--- src/hdl/smd_consts.vh ---
`ifndef SMD_CONSTS_VH
`define SMD_CONSTS_VH

// ****************************************
// Monitor item numbers
// ****************************************
`define SMD_ITEM_SPEED_FB     4'h0
`define SMD_ITEM_SPEED_CMD    4'h1
`define SMD_ITEM_TORQUE_CMD   4'h2
`define SMD_ITEM_INDEX_OFS    4'h3
`define SMD_ITEM_ELEC_ANGLE   4'h4
`define SMD_ITEM_IN_SIG       4'h5
`define SMD_ITEM_OUT_SIG      4'h6
`define SMD_ITEM_PULSE_SPEED  4'h7
`define SMD_ITEM_POS_DEV      4'h8
`define SMD_ITEM_CUM_LOAD     4'h9
`define SMD_ITEM_REGEN_LOAD   4'ha
`define SMD_ITEM_DB_LOAD      4'hb
`define SMD_ITEM_CMD_CNT      4'hc
`define SMD_ITEM_FB_CNT       4'hd
`define SMD_ITEM_COUNT        4'he
`define SMD_ITEM_LAST         4'hd

// ****************************************
// Counter half prefix codes
// ****************************************
`define SMD_PREFIX_NONE       2'h0
`define SMD_PREFIX_HIGH       2'h1
`define SMD_PREFIX_LOW        2'h2

// ****************************************
// Signal indicator widths
// ****************************************
`define SMD_IN_SIG_WIDTH      8
`define SMD_OUT_SIG_WIDTH     7

// ****************************************
// Timing
// ****************************************
`define SMD_CLK_KHZ           25000
`define SMD_DATA_HOLD_MS      1000
`define SMD_LOAD_WINDOW_MS    10000

`endif

--- src/hdl/smd_monitor.v ---
`timescale 1ns/1ps
`include "smd_consts.vh"

module smd_monitor #(
	parameter HOLD_CYCLES   = `SMD_DATA_HOLD_MS * `SMD_CLK_KHZ,
	parameter WINDOW_CYCLES = `SMD_LOAD_WINDOW_MS * `SMD_CLK_KHZ
) (
	// Clock and reset
	input  wire        mclk,
	input  wire        rst_n,
	// Operator keys, high while pressed
	input  wire        key_data,
	input  wire        key_up,
	input  wire        key_down,
	// Control mode
	input  wire        position_mode,
	// Quantities from the servo loops
	input  wire [15:0] speed_feedback,
	input  wire [15:0] speed_command,
	input  wire [15:0] torque_command,
	input  wire [15:0] electrical_angle,
	input  wire [15:0] command_pulse_speed,
	input  wire [31:0] position_deviation,
	input  wire [15:0] cumulative_load,
	input  wire [15:0] regen_load,
	input  wire [15:0] dbrake_load,
	// Encoder and command pulse train
	input  wire        enc_a,
	input  wire        enc_b,
	input  wire        enc_z,
	input  wire        cmd_pulse,
	input  wire        cmd_dir,
	// Input signal pin levels, high means off
	input  wire        run_command_in,
	input  wire        gain_reduction_in,
	input  wire        forward_limit_in,
	input  wire        reverse_limit_in,
	input  wire        alarm_reset_in,
	input  wire        forward_current_limit_in,
	input  wire        reverse_current_limit_in,
	input  wire        sensor_on_in,
	// Output signal pin levels, high means off
	input  wire        alarm_out,
	input  wire        positioning_done_out,
	input  wire        rotation_detected_out,
	input  wire        servo_ready_out,
	input  wire        alarm_code_bit1_out,
	input  wire        alarm_code_bit2_out,
	input  wire        alarm_code_bit3_out,
	// Display
	output reg         disp_value_view,
	output reg  [3:0]  disp_item,
	output reg  [31:0] disp_value,
	output reg  [1:0]  disp_prefix,
	output reg         disp_hex,
	output reg         disp_blank,
	output reg  [7:0]  disp_seg_upper,
	output reg  [7:0]  disp_seg_lower
);
	localparam ST_NUMBER = 1'b0;
	localparam ST_VALUE  = 1'b1;
	// ****************************************
	// Reset release
	// ****************************************
	reg        rst_meta_n;
	reg        rst_sync_n;
	always @(posedge mclk or negedge rst_n) begin
		if (!rst_n) begin
			rst_meta_n <= 1'b0;
			rst_sync_n <= 1'b0;
		end else begin
			rst_meta_n <= 1'b1;
			rst_sync_n <= rst_meta_n;
		end
	end
	// ****************************************
	// Key handling
	// ****************************************
	reg        up_q;
	reg        down_q;
	reg [31:0] hold_cnt;
	reg        hold_done;
	reg        state;
	reg [3:0]  item;
	reg        low_half;
	wire       up_rise   = key_up & ~up_q;
	wire       down_rise = key_down & ~down_q;
	wire       any_rise  = up_rise | down_rise;
	wire       both_held = key_up & key_down;
	wire       is_counter = (item == `SMD_ITEM_CMD_CNT) || (item == `SMD_ITEM_FB_CNT);
	wire       hold_fire = key_data & ~hold_done & (hold_cnt == HOLD_CYCLES - 1);
	wire       clr_req   = (state == ST_VALUE) & is_counter & any_rise & both_held;
	wire       clr_cmd   = clr_req & (item == `SMD_ITEM_CMD_CNT);
	wire       clr_fb    = clr_req & (item == `SMD_ITEM_FB_CNT);
	always @(posedge mclk or negedge rst_sync_n) begin
		if (!rst_sync_n) begin
			up_q      <= 1'b0;
			down_q    <= 1'b0;
			hold_cnt  <= 32'h0000_0000;
			hold_done <= 1'b0;
			state     <= ST_NUMBER;
			item      <= `SMD_ITEM_SPEED_FB;
			low_half  <= 1'b0;
		end else begin
			up_q   <= key_up;
			down_q <= key_down;
			if (!key_data) begin
				hold_cnt  <= 32'h0000_0000;
				hold_done <= 1'b0;
			end else if (hold_fire) begin
				hold_done <= 1'b1;
			end else if (!hold_done) begin
				hold_cnt <= hold_cnt + 32'h0000_0001;
			end
			case (state)
				ST_NUMBER: begin
					if (hold_fire) begin
						state <= ST_VALUE;
						low_half <= 1'b0;
					end else if (any_rise && !both_held) begin
						if (up_rise)
							item <= (item == `SMD_ITEM_LAST) ? 4'h0 : item + 4'h1;
						else
							item <= (item == 4'h0) ? `SMD_ITEM_LAST : item - 4'h1;
					end
				end
				ST_VALUE: begin
					if (hold_fire)
						state <= ST_NUMBER;
					else if (is_counter && any_rise && !both_held)
						low_half <= ~low_half;
				end
				default: state <= ST_NUMBER;
			endcase
		end
	end
	// ****************************************
	// Pulse counters
	// ****************************************
	reg        a_q;
	reg        b_q;
	reg        z_q;
	reg        pulse_q;
	reg [31:0] fb_cnt;
	reg [31:0] cmd_cnt;
	reg [31:0] index_ofs;
	reg [31:0] fb_step;
	reg [31:0] cmd_step;
	wire [1:0] quad_prev = {a_q, b_q};
	wire [1:0] quad_now  = {enc_a, enc_b};
	always @* begin
		case ({quad_prev, quad_now})
			4'b0001, 4'b0111, 4'b1110, 4'b1000: fb_step = 32'h0000_0001;
			4'b0010, 4'b1011, 4'b1101, 4'b0100: fb_step = 32'hffff_ffff;
			default: fb_step = 32'h0000_0000;
		endcase
	end
	// Command pulses only in position control
	always @* begin
		cmd_step = 32'h0000_0000;
		if (position_mode && cmd_pulse && !pulse_q)
			cmd_step = cmd_dir ? 32'hffff_ffff : 32'h0000_0001;
	end
	always @(posedge mclk or negedge rst_sync_n) begin
		if (!rst_sync_n) begin
			a_q       <= 1'b0;
			b_q       <= 1'b0;
			z_q       <= 1'b0;
			pulse_q   <= 1'b0;
			fb_cnt    <= 32'h0000_0000;
			cmd_cnt   <= 32'h0000_0000;
			index_ofs <= 32'h0000_0000;
		end else begin
			a_q     <= enc_a;
			b_q     <= enc_b;
			z_q     <= enc_z;
			pulse_q <= cmd_pulse;
			// Clear, a pulse in the same cycle still counts
			fb_cnt  <= (clr_fb ? 32'h0000_0000 : fb_cnt) + fb_step;
			cmd_cnt <= (clr_cmd ? 32'h0000_0000 : cmd_cnt) + cmd_step;
			// Restart on phase Z rising edge
			if (enc_z && !z_q)
				index_ofs <= 32'h0000_0000;
			else
				index_ofs <= index_ofs + fb_step;
		end
	end
	// ****************************************
	// Load ratio windows
	// ****************************************
	reg [31:0] win_cnt;
	reg [15:0] cum_hold;
	reg [15:0] regen_hold;
	reg [15:0] dbrake_hold;
	// Display refreshes only at window end so the figure stays readable
	always @(posedge mclk or negedge rst_sync_n) begin
		if (!rst_sync_n) begin
			win_cnt     <= 32'h0000_0000;
			cum_hold    <= 16'h0000;
			regen_hold  <= 16'h0000;
			dbrake_hold <= 16'h0000;
		end else if (win_cnt == WINDOW_CYCLES - 1) begin
			win_cnt <= 32'h0000_0000;
			cum_hold <= cumulative_load;
			regen_hold <= regen_load;
			dbrake_hold <= dbrake_load;
		end else begin
			win_cnt <= win_cnt + 32'h0000_0001;
		end
	end
	// ****************************************
	// Signal indicators
	// ****************************************
	wire [`SMD_IN_SIG_WIDTH-1:0]  in_sig;
	wire [`SMD_OUT_SIG_WIDTH-1:0] out_sig;
	assign in_sig = {sensor_on_in, reverse_current_limit_in, forward_current_limit_in,
		alarm_reset_in, reverse_limit_in, forward_limit_in, gain_reduction_in,
		run_command_in};
	assign out_sig = {alarm_code_bit3_out, alarm_code_bit2_out, alarm_code_bit1_out,
		servo_ready_out, rotation_detected_out, positioning_done_out, alarm_out};
	// ****************************************
	// Display selection
	// ****************************************
	reg [31:0] next_value;
	reg [1:0]  next_prefix;
	reg        next_hex;
	reg        next_blank;
	reg [7:0]  next_upper;
	reg [7:0]  next_lower;
	reg [31:0] cnt_sel;
	always @* begin
		next_value  = 32'h0000_0000;
		next_prefix = `SMD_PREFIX_NONE;
		next_hex    = 1'b0;
		next_blank  = 1'b0;
		next_upper  = 8'h00;
		next_lower  = 8'h00;
		cnt_sel     = (item == `SMD_ITEM_CMD_CNT) ? cmd_cnt : fb_cnt;
		case (item)
			`SMD_ITEM_SPEED_FB:    next_value = {{16{speed_feedback[15]}}, speed_feedback};
			`SMD_ITEM_SPEED_CMD:   next_value = {{16{speed_command[15]}}, speed_command};
			`SMD_ITEM_TORQUE_CMD:  next_value = {{16{torque_command[15]}}, torque_command};
			`SMD_ITEM_INDEX_OFS:   next_value = index_ofs;
			`SMD_ITEM_ELEC_ANGLE:  next_value = {16'h0000, electrical_angle};
			`SMD_ITEM_IN_SIG: begin
				// Upper when high, lower when low
				next_upper = in_sig;
				next_lower = ~in_sig;
			end
			`SMD_ITEM_OUT_SIG: begin
				// Upper when high, lower when low
				next_upper = {1'b0, out_sig};
				next_lower = {1'b0, ~out_sig};
			end
			`SMD_ITEM_PULSE_SPEED: begin
				next_value = {{16{command_pulse_speed[15]}}, command_pulse_speed};
				next_blank = ~position_mode;
			end
			`SMD_ITEM_POS_DEV: begin
				next_value = position_deviation;
				next_blank = ~position_mode;
			end
			`SMD_ITEM_CUM_LOAD:    next_value = {16'h0000, cum_hold};
			`SMD_ITEM_REGEN_LOAD:  next_value = {16'h0000, regen_hold};
			`SMD_ITEM_DB_LOAD:     next_value = {16'h0000, dbrake_hold};
			`SMD_ITEM_CMD_CNT, `SMD_ITEM_FB_CNT: begin
				// One 16-bit half of the 32-bit count
				next_hex = 1'b1;
				if (low_half) begin
					next_value  = {16'h0000, cnt_sel[15:0]};
					next_prefix = `SMD_PREFIX_LOW;
				end else begin
					next_value  = {16'h0000, cnt_sel[31:16]};
					next_prefix = `SMD_PREFIX_HIGH;
				end
			end
			default:               next_blank = 1'b1;
		endcase
	end
	always @(posedge mclk or negedge rst_sync_n) begin
		if (!rst_sync_n) begin
			disp_value_view <= 1'b0;
			disp_item       <= `SMD_ITEM_SPEED_FB;
			disp_value      <= 32'h0000_0000;
			disp_prefix     <= `SMD_PREFIX_NONE;
			disp_hex        <= 1'b0;
			disp_blank      <= 1'b0;
			disp_seg_upper  <= 8'h00;
			disp_seg_lower  <= 8'h00;
		end else begin
			disp_value_view <= state;
			disp_item       <= item;
			disp_value      <= next_value;
			disp_prefix     <= next_prefix;
			disp_hex        <= next_hex;
			disp_blank      <= next_blank;
			disp_seg_upper  <= next_upper;
			disp_seg_lower  <= next_lower;
		end
	end
endmodule // smd_monitor

--- config.mk ---
export PLATFORM = sky130hd
export DESIGN_NAME = smd_monitor
export DESIGN_NICKNAME = d
export VERILOG_FILES = /design/src/hdl/smd_monitor.v
export VERILOG_INCLUDE_DIRS = /design/src /design/src/hdl
export SDC_FILE = /design/constraint.sdc
export NUM_CORES = 1
export LEC_CHECK = 0
export BUFFER_PORTS_ARGS = -buffer_cell sky130_fd_sc_hd__buf_2
export CAP_MARGIN = 20
export CORE_MARGIN = 2
export CORE_UTILIZATION = 55
export DETAILED_ROUTE_END_ITERATION = 12
export PLACE_DENSITY = 0.82
export SLEW_MARGIN = 10
export SYNTH_ARGS = -nofsm -noshare
export SYNTH_HDL_FRONTEND = slang
export SYNTH_SLANG_ARGS = --single-unit
--- constraint.sdc ---
create_clock -name mclk -period 10.08 [get_ports mclk]
set_clock_uncertainty 0.2 [all_clocks]
set_input_delay 2.016 -clock mclk [delete_from_list [all_inputs] [get_ports mclk]]
set_output_delay 2.016 -clock mclk [all_outputs]
set_load 0.05 [all_outputs]
==> results of run 1 <==
## where the power goes
| group | switching (mW) | internal, mW | leakage [nW] |
|---|---|---|---|
| registers | 0.160 | 1.33 | 3.60 |
| logic | 0.950 | 0.692 | 5.34 |
| clock network | 0.465 | 0.755 | 0.533 |
| total | 1.57 | 2.78 | 9.47 |
## logic make-up after synthesis
logic type,synth area share [%]
adders and majority gates,8.085
and+or+nand+nor,17.87
xor gates and xnor gates,6.753
other,0.02207
buffers and inverters,2.540
muxes,5.471
AOI/OAI and AO/OA,18.02
DFF,41.24
## routing by layer
layer | share of wire, % | global-route usage, % | vias up
li1 | - | - | 6824
met1 | 41 | 41.97 | 7280
met2 | 46 | 50.47 | 729
met3 | 8.5 | 5.713 | 149
met4 | 4.8 | 13.04 | 2
met5 | 0.025 | 0 | -
## state kept, by name, indices dropped and copies added, names as in the netlist, 2 cells and up
name	flops
disp_seg_upper	8
regen_hold	16
disp_prefix	2
fb_cnt	32
cum_hold	16
dbrake_hold	16
cmd_cnt	32
win_cnt	32
index_ofs	32
item	4
disp_seg_lower	8
disp_value	32
hold_cnt	32
disp_item	4
## worst paths after layout
kind                                            from  slack [ns]               endpoint
worst max-delay path                           enc_a        4.22   fb_cnt[25]$_DFF_PN0_
worst min-delay path            rst_meta_n$_DFF_PN0_        0.18   rst_sync_n$_DFF_PN0_
worst max register to register   item[3]$_DFFE_PN0P_        4.67  cmd_cnt[31]$_DFF_PN0_
worst min register to register  rst_meta_n$_DFF_PN0_        0.18   rst_sync_n$_DFF_PN0_
max in group asynchronous       rst_sync_n$_DFF_PN0_        7.13    item[3]$_DFFE_PN0P_
min in group asynchronous       rst_sync_n$_DFF_PN0_        0.30  win_cnt[15]$_DFF_PN0_
## placed cells by master, fill, tap and decap left out, types with 21 or more instances in the layout
master / n
clkbuf_16: 31
mux2_2: 59
inv_1: 42
and2_1: 62
nor2_1: 121
and3_1: 26
a221o_1: 21
nor3_1: 29
xor2_1: 53
a21oi_1: 112
mux2i_1: 22
xnor2_1: 78
a222oi_1: 21
a22oi_1: 21
nand2_1: 123
nand3_1: 57
dfrtp_1: 278
o21ai_0: 53
nor2b_1: 48
buf_2: 242
buf_4: 22
ha_1: 105
nand4_1: 34
a21o_1: 40
## final cells by class
type | count | share of cell area [%]
timing repair buffer | 265 | 7.101
clock inverter | 14 | 1.171
clock buffer | 44 | 4.424
multi-input combinational | 1338 | 48.50
tap | 396 | 2.506
inverter | 43 | 0.8165
antenna | 1 | 0.01266
sequential | 280 | 35.47
## per-stage QoR
| stage | cells | total power, mW | setup slack, ns | instance area [um2] |
|---|---|---|---|---|
| final | 2381 | 4.356 | 4.223 | 19770 |
| after global routing | 2381 | 4.617 | 3.815 | 19770 |
| after CTS | 2379 | 4.339 | 4.288 | 19740 |
| after detailed placement | 2321 | 3.103 | 3.785 | 18630 |
| after global placement | 2321 | 3.063 | 3.916 | 18630 |
| after floorplan | 1728 | 2.695 | 1.499 | 16990 |
==> impl_results.md, run 1 <==
* Slew Viols, Final at 0
* RSZ-0062 raised after global routing: false
* Crit path DAT at 6.07 ns
* EDFF count, synth at 0
* DP HPWL at 38.18 mm
* Area grow syn2layout at 16.35%
* H-tree level count at 1
* Post-synth top flop: dfrtp_1
* Syn nets at 2022
* Core ar. at 30510 um2
* Cts hold-fix bufs at 0
* Skew-Pair Late Insertion Delay at 0.56 ns
* #FFs+latches synth at 280
* Largest net degree at the start of global routing at 79
* Fmax at 0.1707 GHz
* Post-synth top cells: dfrtp_1, nand2_1, nor2_1, a21oi_1, ha_1
* Total Routed Length at 51.64 mm
* CP max FO at 35
* Worst slew margin at 33.05%
* Reg2Reg Depth at 14
* Worst slew pin tran at 1.004 ns
* Top cells by area, synth: dfrtp_1, ha_1, xnor2_1
* Die area at 32320 um2
* Filler instances at 2396
* Cell row count at 64
* # resized after CTS at 0
* Peak supply drop at 0.0001728 V
* Vias per inst at 6.293
* Status: finished clean
* Final setup vio count at 0
* Max Root-Sink Buffers at 3
* Gr usage total at 31.38%
* Critical path's top delay family: compound AO/OA/AOI/OAI gates
* Vias at 14980
* WP data required at 10.29 ns
* Vias in the first global route at 14690
* Max stage delay on crit path at 0.84 ns
* Post-DRT Antenna Nets at 0
* Pwr/cell area at 220.3 nW/um2
* Sink Count at 280
* Slowest cell on crit path: mux4_2
* Startpoint types: input pin
* Post-synthesis cell type count at 90
* GPL Wtd Cong at 0.9520
* Post-Syn Instances at 1728
* Setup bufs post-CTS at 0
* Seq/Total Area, Yosys at 41.24%
* Ys async rst share at 100.0%
* Worst setup path class: input pin to flip-flop
* CTS tree: done
* DRC violations left at 0
* Io pins at 243
* TritonCTS Buffers at 31
* Top-count cell post-synth: dfrtp_1
* First-pass GRT wire length at 81.20 mm
* Period minus WS final at 5.857 ns
* PortBufs at 242
* Critical Path Stages at 14
* Clock transition at path regs at 0.06 ns
* GRT Residual Overflow at 0
* Starting utilization of the core area at 55.69%
* Vert. Die Dim at 179.8 um
* Routed wire per std cell at 21.69 um
* Final core occ at 64.80%
* WHS Path Cells at 0
* Final net count at 2253
* Max-cap violations at 0
* Synth area leader: dfrtp_1
* Fin Hold WS at 0.1846 ns
* Root buffer cell: clkbuf_16
* DR pass1 iterations at 7
* Final hold vios at 0
* Die X at 179.8 um
* Initial drt markers at 1625
* Buf/Inv on CP at 3
* Syn Area/Cell at 9.833 um2
* Fin Setup TNS at 0 ns
* Area of the multi-input gates at 9588 um2
* Leakage at 9.470 nW
* Hold crit path type: flip-flop to flip-flop
* Yosys top cell area share at 41.24%
* YS warnings at 0
* Reg area at 7012 um2
* Share of cells above drive strength 1 at 20.97%
* Critical path capture point type: flip-flop
* Initial antenna violation count at 2
* Tcrit/Tclk final at 58.10%
* Worst-path cell chain: buf_2 > inv_1 > ha_1 > mux4_2 > buf_4 > ha_1 > a21oi_1 > a21oi_1 > and3b_1 > o211ai_1 > o311ai_0 > a21boi_0 > nor4b_1 > a211oi_1
* Mapped Area at 16990 um2
No activity file was read; power rests on OpenSTA's default activity.
==> run 2, diff against run 1 <==
- ABC_AREA: default -> 1
- CORE_UTILIZATION: 55 -> 54
- PLACE_DENSITY: 0.82 -> 0.83
- clock period: 10.08 -> 4.9 ns (I/O delays scaled with it)
==> run 2 against run 1 <==
Total power grew 130%. Utilization shrank 2.7 points. Cell area grew 14%. Final cell count grew 57%. Wire length grew 23%. Area after synthesis grew 17%. Setup slack lost 3.3 ns. Sequential cell count is the same. Critical path depth grew 4. First-iteration DRC count grew 15%. Count of clock-buffer cells in the layout is the same. Via count grew 35%. Critical endpoint is now cmd_cnt[26]$_DFF_PN0_. Largest cell class unchanged. Highest routed layer unchanged.
==> impl_results.md, run 2 <==
* Worst slew margin at 31.46% (-1.6 points)
* Sink Count at 280 (unchanged)
* Die X at 195.8 um (+8.9%)
* RSZ-0062 raised after global routing: false
* Power, Total at 10.20 mW (+130%)
* Die area at 38330 um2 (+19%)
* Post-synthesis cell type count at 49 (-46%)
* Final core occ at 62.08% (-2.7 points)
* Worst slew pin tran at 1.024 ns (+0.02008 ns)
* Seq/Total Area, Yosys at 35.28% (-6.0 points)
* Pre-CTS setup slack at 0.8707 ns (-2.914 ns)
* Syn nets at 3290 (+63%)
* CP max FO at 18 (-49%)
* Vert. Die Dim at 195.8 um (+8.9%)
* Fin cells at 3728 (+57%)
* Post-synth top flop: dfrtp_1
* Crit path DAT at 4.25 ns (-1.82 ns)
* Top cells by area, synth: dfrtp_1, nand2_1, inv_1
* First-pass GRT wire length at 100.8 mm (+24%)
* Yosys top cell area share at 35.28% (-6.0 points)
* #FFs+latches synth at 280 (unchanged)
* Final net count at 3524 (+56%)
* Clock transition at path regs at 0.06 ns (about the same)
* Synth area leader: dfrtp_1
* Cell row count at 70 (+9.4%)
* Skew-Pair Late Insertion Delay at 0.60 ns (+0.04 ns)
* Vias in the first global route at 19280 (+31%)
* # resized after CTS at 0 (unchanged)
* Pwr/cell area at 451.1 nW/um2 (+100%)
* Fmax at 0.2533 GHz
* Mapped Area at 19860 um2 (+17%)
* Hold crit path type: flip-flop to flip-flop
* EDFF count, synth at 0 (unchanged)
* GPL Wtd Cong at 1.035 (+8.8%)
* Share of cells above drive strength 1 at 10.88% (-10 points)
* Fin Setup TNS at 0 ns (unchanged)
* Startpoint types: flip-flop
* Placed cells at 3663 (+58%)
* DP HPWL at 49.57 mm (+30%)
* Tcrit/Tclk final at 80.59%
* Commonest non-fill, non-tap cells in the layout: nand2_1, inv_1, nor2_1
* Post-Syn Instances at 2996 (+73%)
* Initial drt markers at 1869 (+15%)
* Final setup vio count at 0 (unchanged)
* DR pass1 iterations at 5 (-2)
* Initial antenna violation count at 8 (+6)
* Critical path capture point type: flip-flop
* CTS tree: done
* Area grow syn2layout at 13.90%
* Filler instances at 3471 (+45%)
* Reg area at 7010 um2 (about the same)
* TritonCTS Buffers at 31 (unchanged)
* Gr usage total at 33.25% (+1.9 points)
* Max-cap violations at 0 (unchanged)
* Post-synth top cells: nand2_1, inv_1, nor2_1, dfrtp_1, nand3_1
* Vias at 20210 (+35%)
* Status: finished clean
* Commonest non-fill, non-tap cell in the layout: nand2_1
* Worst setup path class: flip-flop to flip-flop
* Vias per inst at 5.421 (-14%)
* Post-DRT Antenna Nets at 0 (unchanged)
* Routed wire per std cell at 17.02 um (-22%)
* Io pins at 243 (unchanged)
* Area post-placement at 21480 um2 (+15%)
* Peak supply drop at 0.0003387 V (+96%)
* Starting utilization of the core area at 54.51% (-1.2 points)
* Top-count cell post-synth: nand2_1
* Leakage at 12.80 nW (+35%)
* Largest net degree at the start of global routing at 117 (+48%)
* Root buffer cell: clkbuf_16
* WP data required at 5.20 ns (-5.09 ns)
* Max Root-Sink Buffers at 3 (unchanged)
* GRT Residual Overflow at 0 (unchanged)
* PortBufs at 242 (unchanged)
* Total Routed Length at 63.45 mm (+23%)
* Core ar. at 36430 um2 (+19%)
* Ys async rst share at 100.0% (unchanged)
* Area of the multi-input gates at 10800 um2 (+13%)
* Slew Viols, Final at 0 (unchanged)
* Final hold vios at 0 (unchanged)
* Post-route setup slack at 0.9513 ns (-3.272 ns)
* Syn Area/Cell at 6.629 um2 (-33%)
* Fin Hold WS at 0.1478 ns (-0.03678 ns)
* DRC violations left at 0 (unchanged)
* H-tree level count at 1 (unchanged)
* Design Area, Final at 22620 um2 (+14%)
* Period minus WS final at 3.949 ns
* YS warnings at 0 (unchanged)
[run 2: changes by cell type in the layout (fill, tap and decap cells not counted), sizes merged, moves of 62 or more]
cell and change:
inv +416, nand2 +948, nand3 +138, nor2 +183, o21ai +75, xnor2 -62
[run 2: worst paths after layout]
check	from	endpoint	slack (ns)	depth (start not counted)
min reg2reg	rst_meta_n$_DFF_PN0_	rst_sync_n$_DFF_PN0_	0.15	0
max reg2reg	item[0]$_DFFE_PN0P_	cmd_cnt[26]$_DFF_PN0_	0.95	18
max	item[0]$_DFFE_PN0P_	cmd_cnt[26]$_DFF_PN0_	0.95	18
min	rst_meta_n$_DFF_PN0_	rst_sync_n$_DFF_PN0_	0.15	0
max in group asynchronous	rst_sync_n$_DFF_PN0_	index_ofs[24]$_DFF_PN0_	3.18	1
min in group asynchronous	rst_sync_n$_DFF_PN0_	cum_hold[0]$_DFFE_PN0N_	0.20	0
[run 2: what timing repair did]
item / 4_1_cts / 5_1_grt
hold buffers: 1 / 0
hold endpoints to repair: 2 / 0
buffers inserted: 0 / 0
[run 2: per-layer routing]
metal  vias to the layer above  GRT usage [%]  share of wire (%)
li1                       9910              -                  -
met4                         2          16.19                5.5
met2                       877          52.02                 44
met5                         -              0              0.020
met1                      9248          44.31                 42
met3                       173          6.722                9.0
[run 2: worst max-delay path, cell delays in order (launching register included)]
cell	delay, ns
dfrtp_1	0.56
nor2_4	0.30
nand2_1	0.15
inv_2	0.31
nand4_1	0.45
nand2_1	0.17
inv_1	0.06
ha_1	0.23
fa_1	0.46
nand3_1	0.10
nand2_1	0.13
nand3_1	0.10
nand2_1	0.12
nand2_1	0.09
nand2_1	0.13
nand2_1	0.13
nand2_1	0.07
nand2_1	0.06
nand2_1	0.04
[run 2: logic make-up after synthesis]
family                   Yosys count  share of synthesized area (%)
AO/OA/AOI/OAI                    330                          9.311
XOR/XNOR                          80                          3.528
adder cells (fa/ha/maj)          108                          6.917
buffers and inverters            516                          10.38
flip-flops                       280                          35.28
other                              1                        0.01888
AND/OR/NAND/NOR                 1681                          34.57
[run 2: report_power, final]
group | leakage [nW] | internal (mW) | switching, mW | total, mW
combinational | 8.67 | 1.46 | 3.00 | 4.46
clock | 0.529 | 1.50 | 1.03 | 2.52
sequential | 3.61 | 2.81 | 0.402 | 3.22
[run 2: final cells by class]
class | count | share of cell area, %
clock buffer | 44 | 3.999
inverter | 457 | 7.594
tap | 468 | 2.589
timing repair buffer | 260 | 6.184
antenna | 7 | 0.07744
multi-input combinational | 2200 | 47.72
clock inverter | 12 | 0.8408
sequential | 280 | 30.99
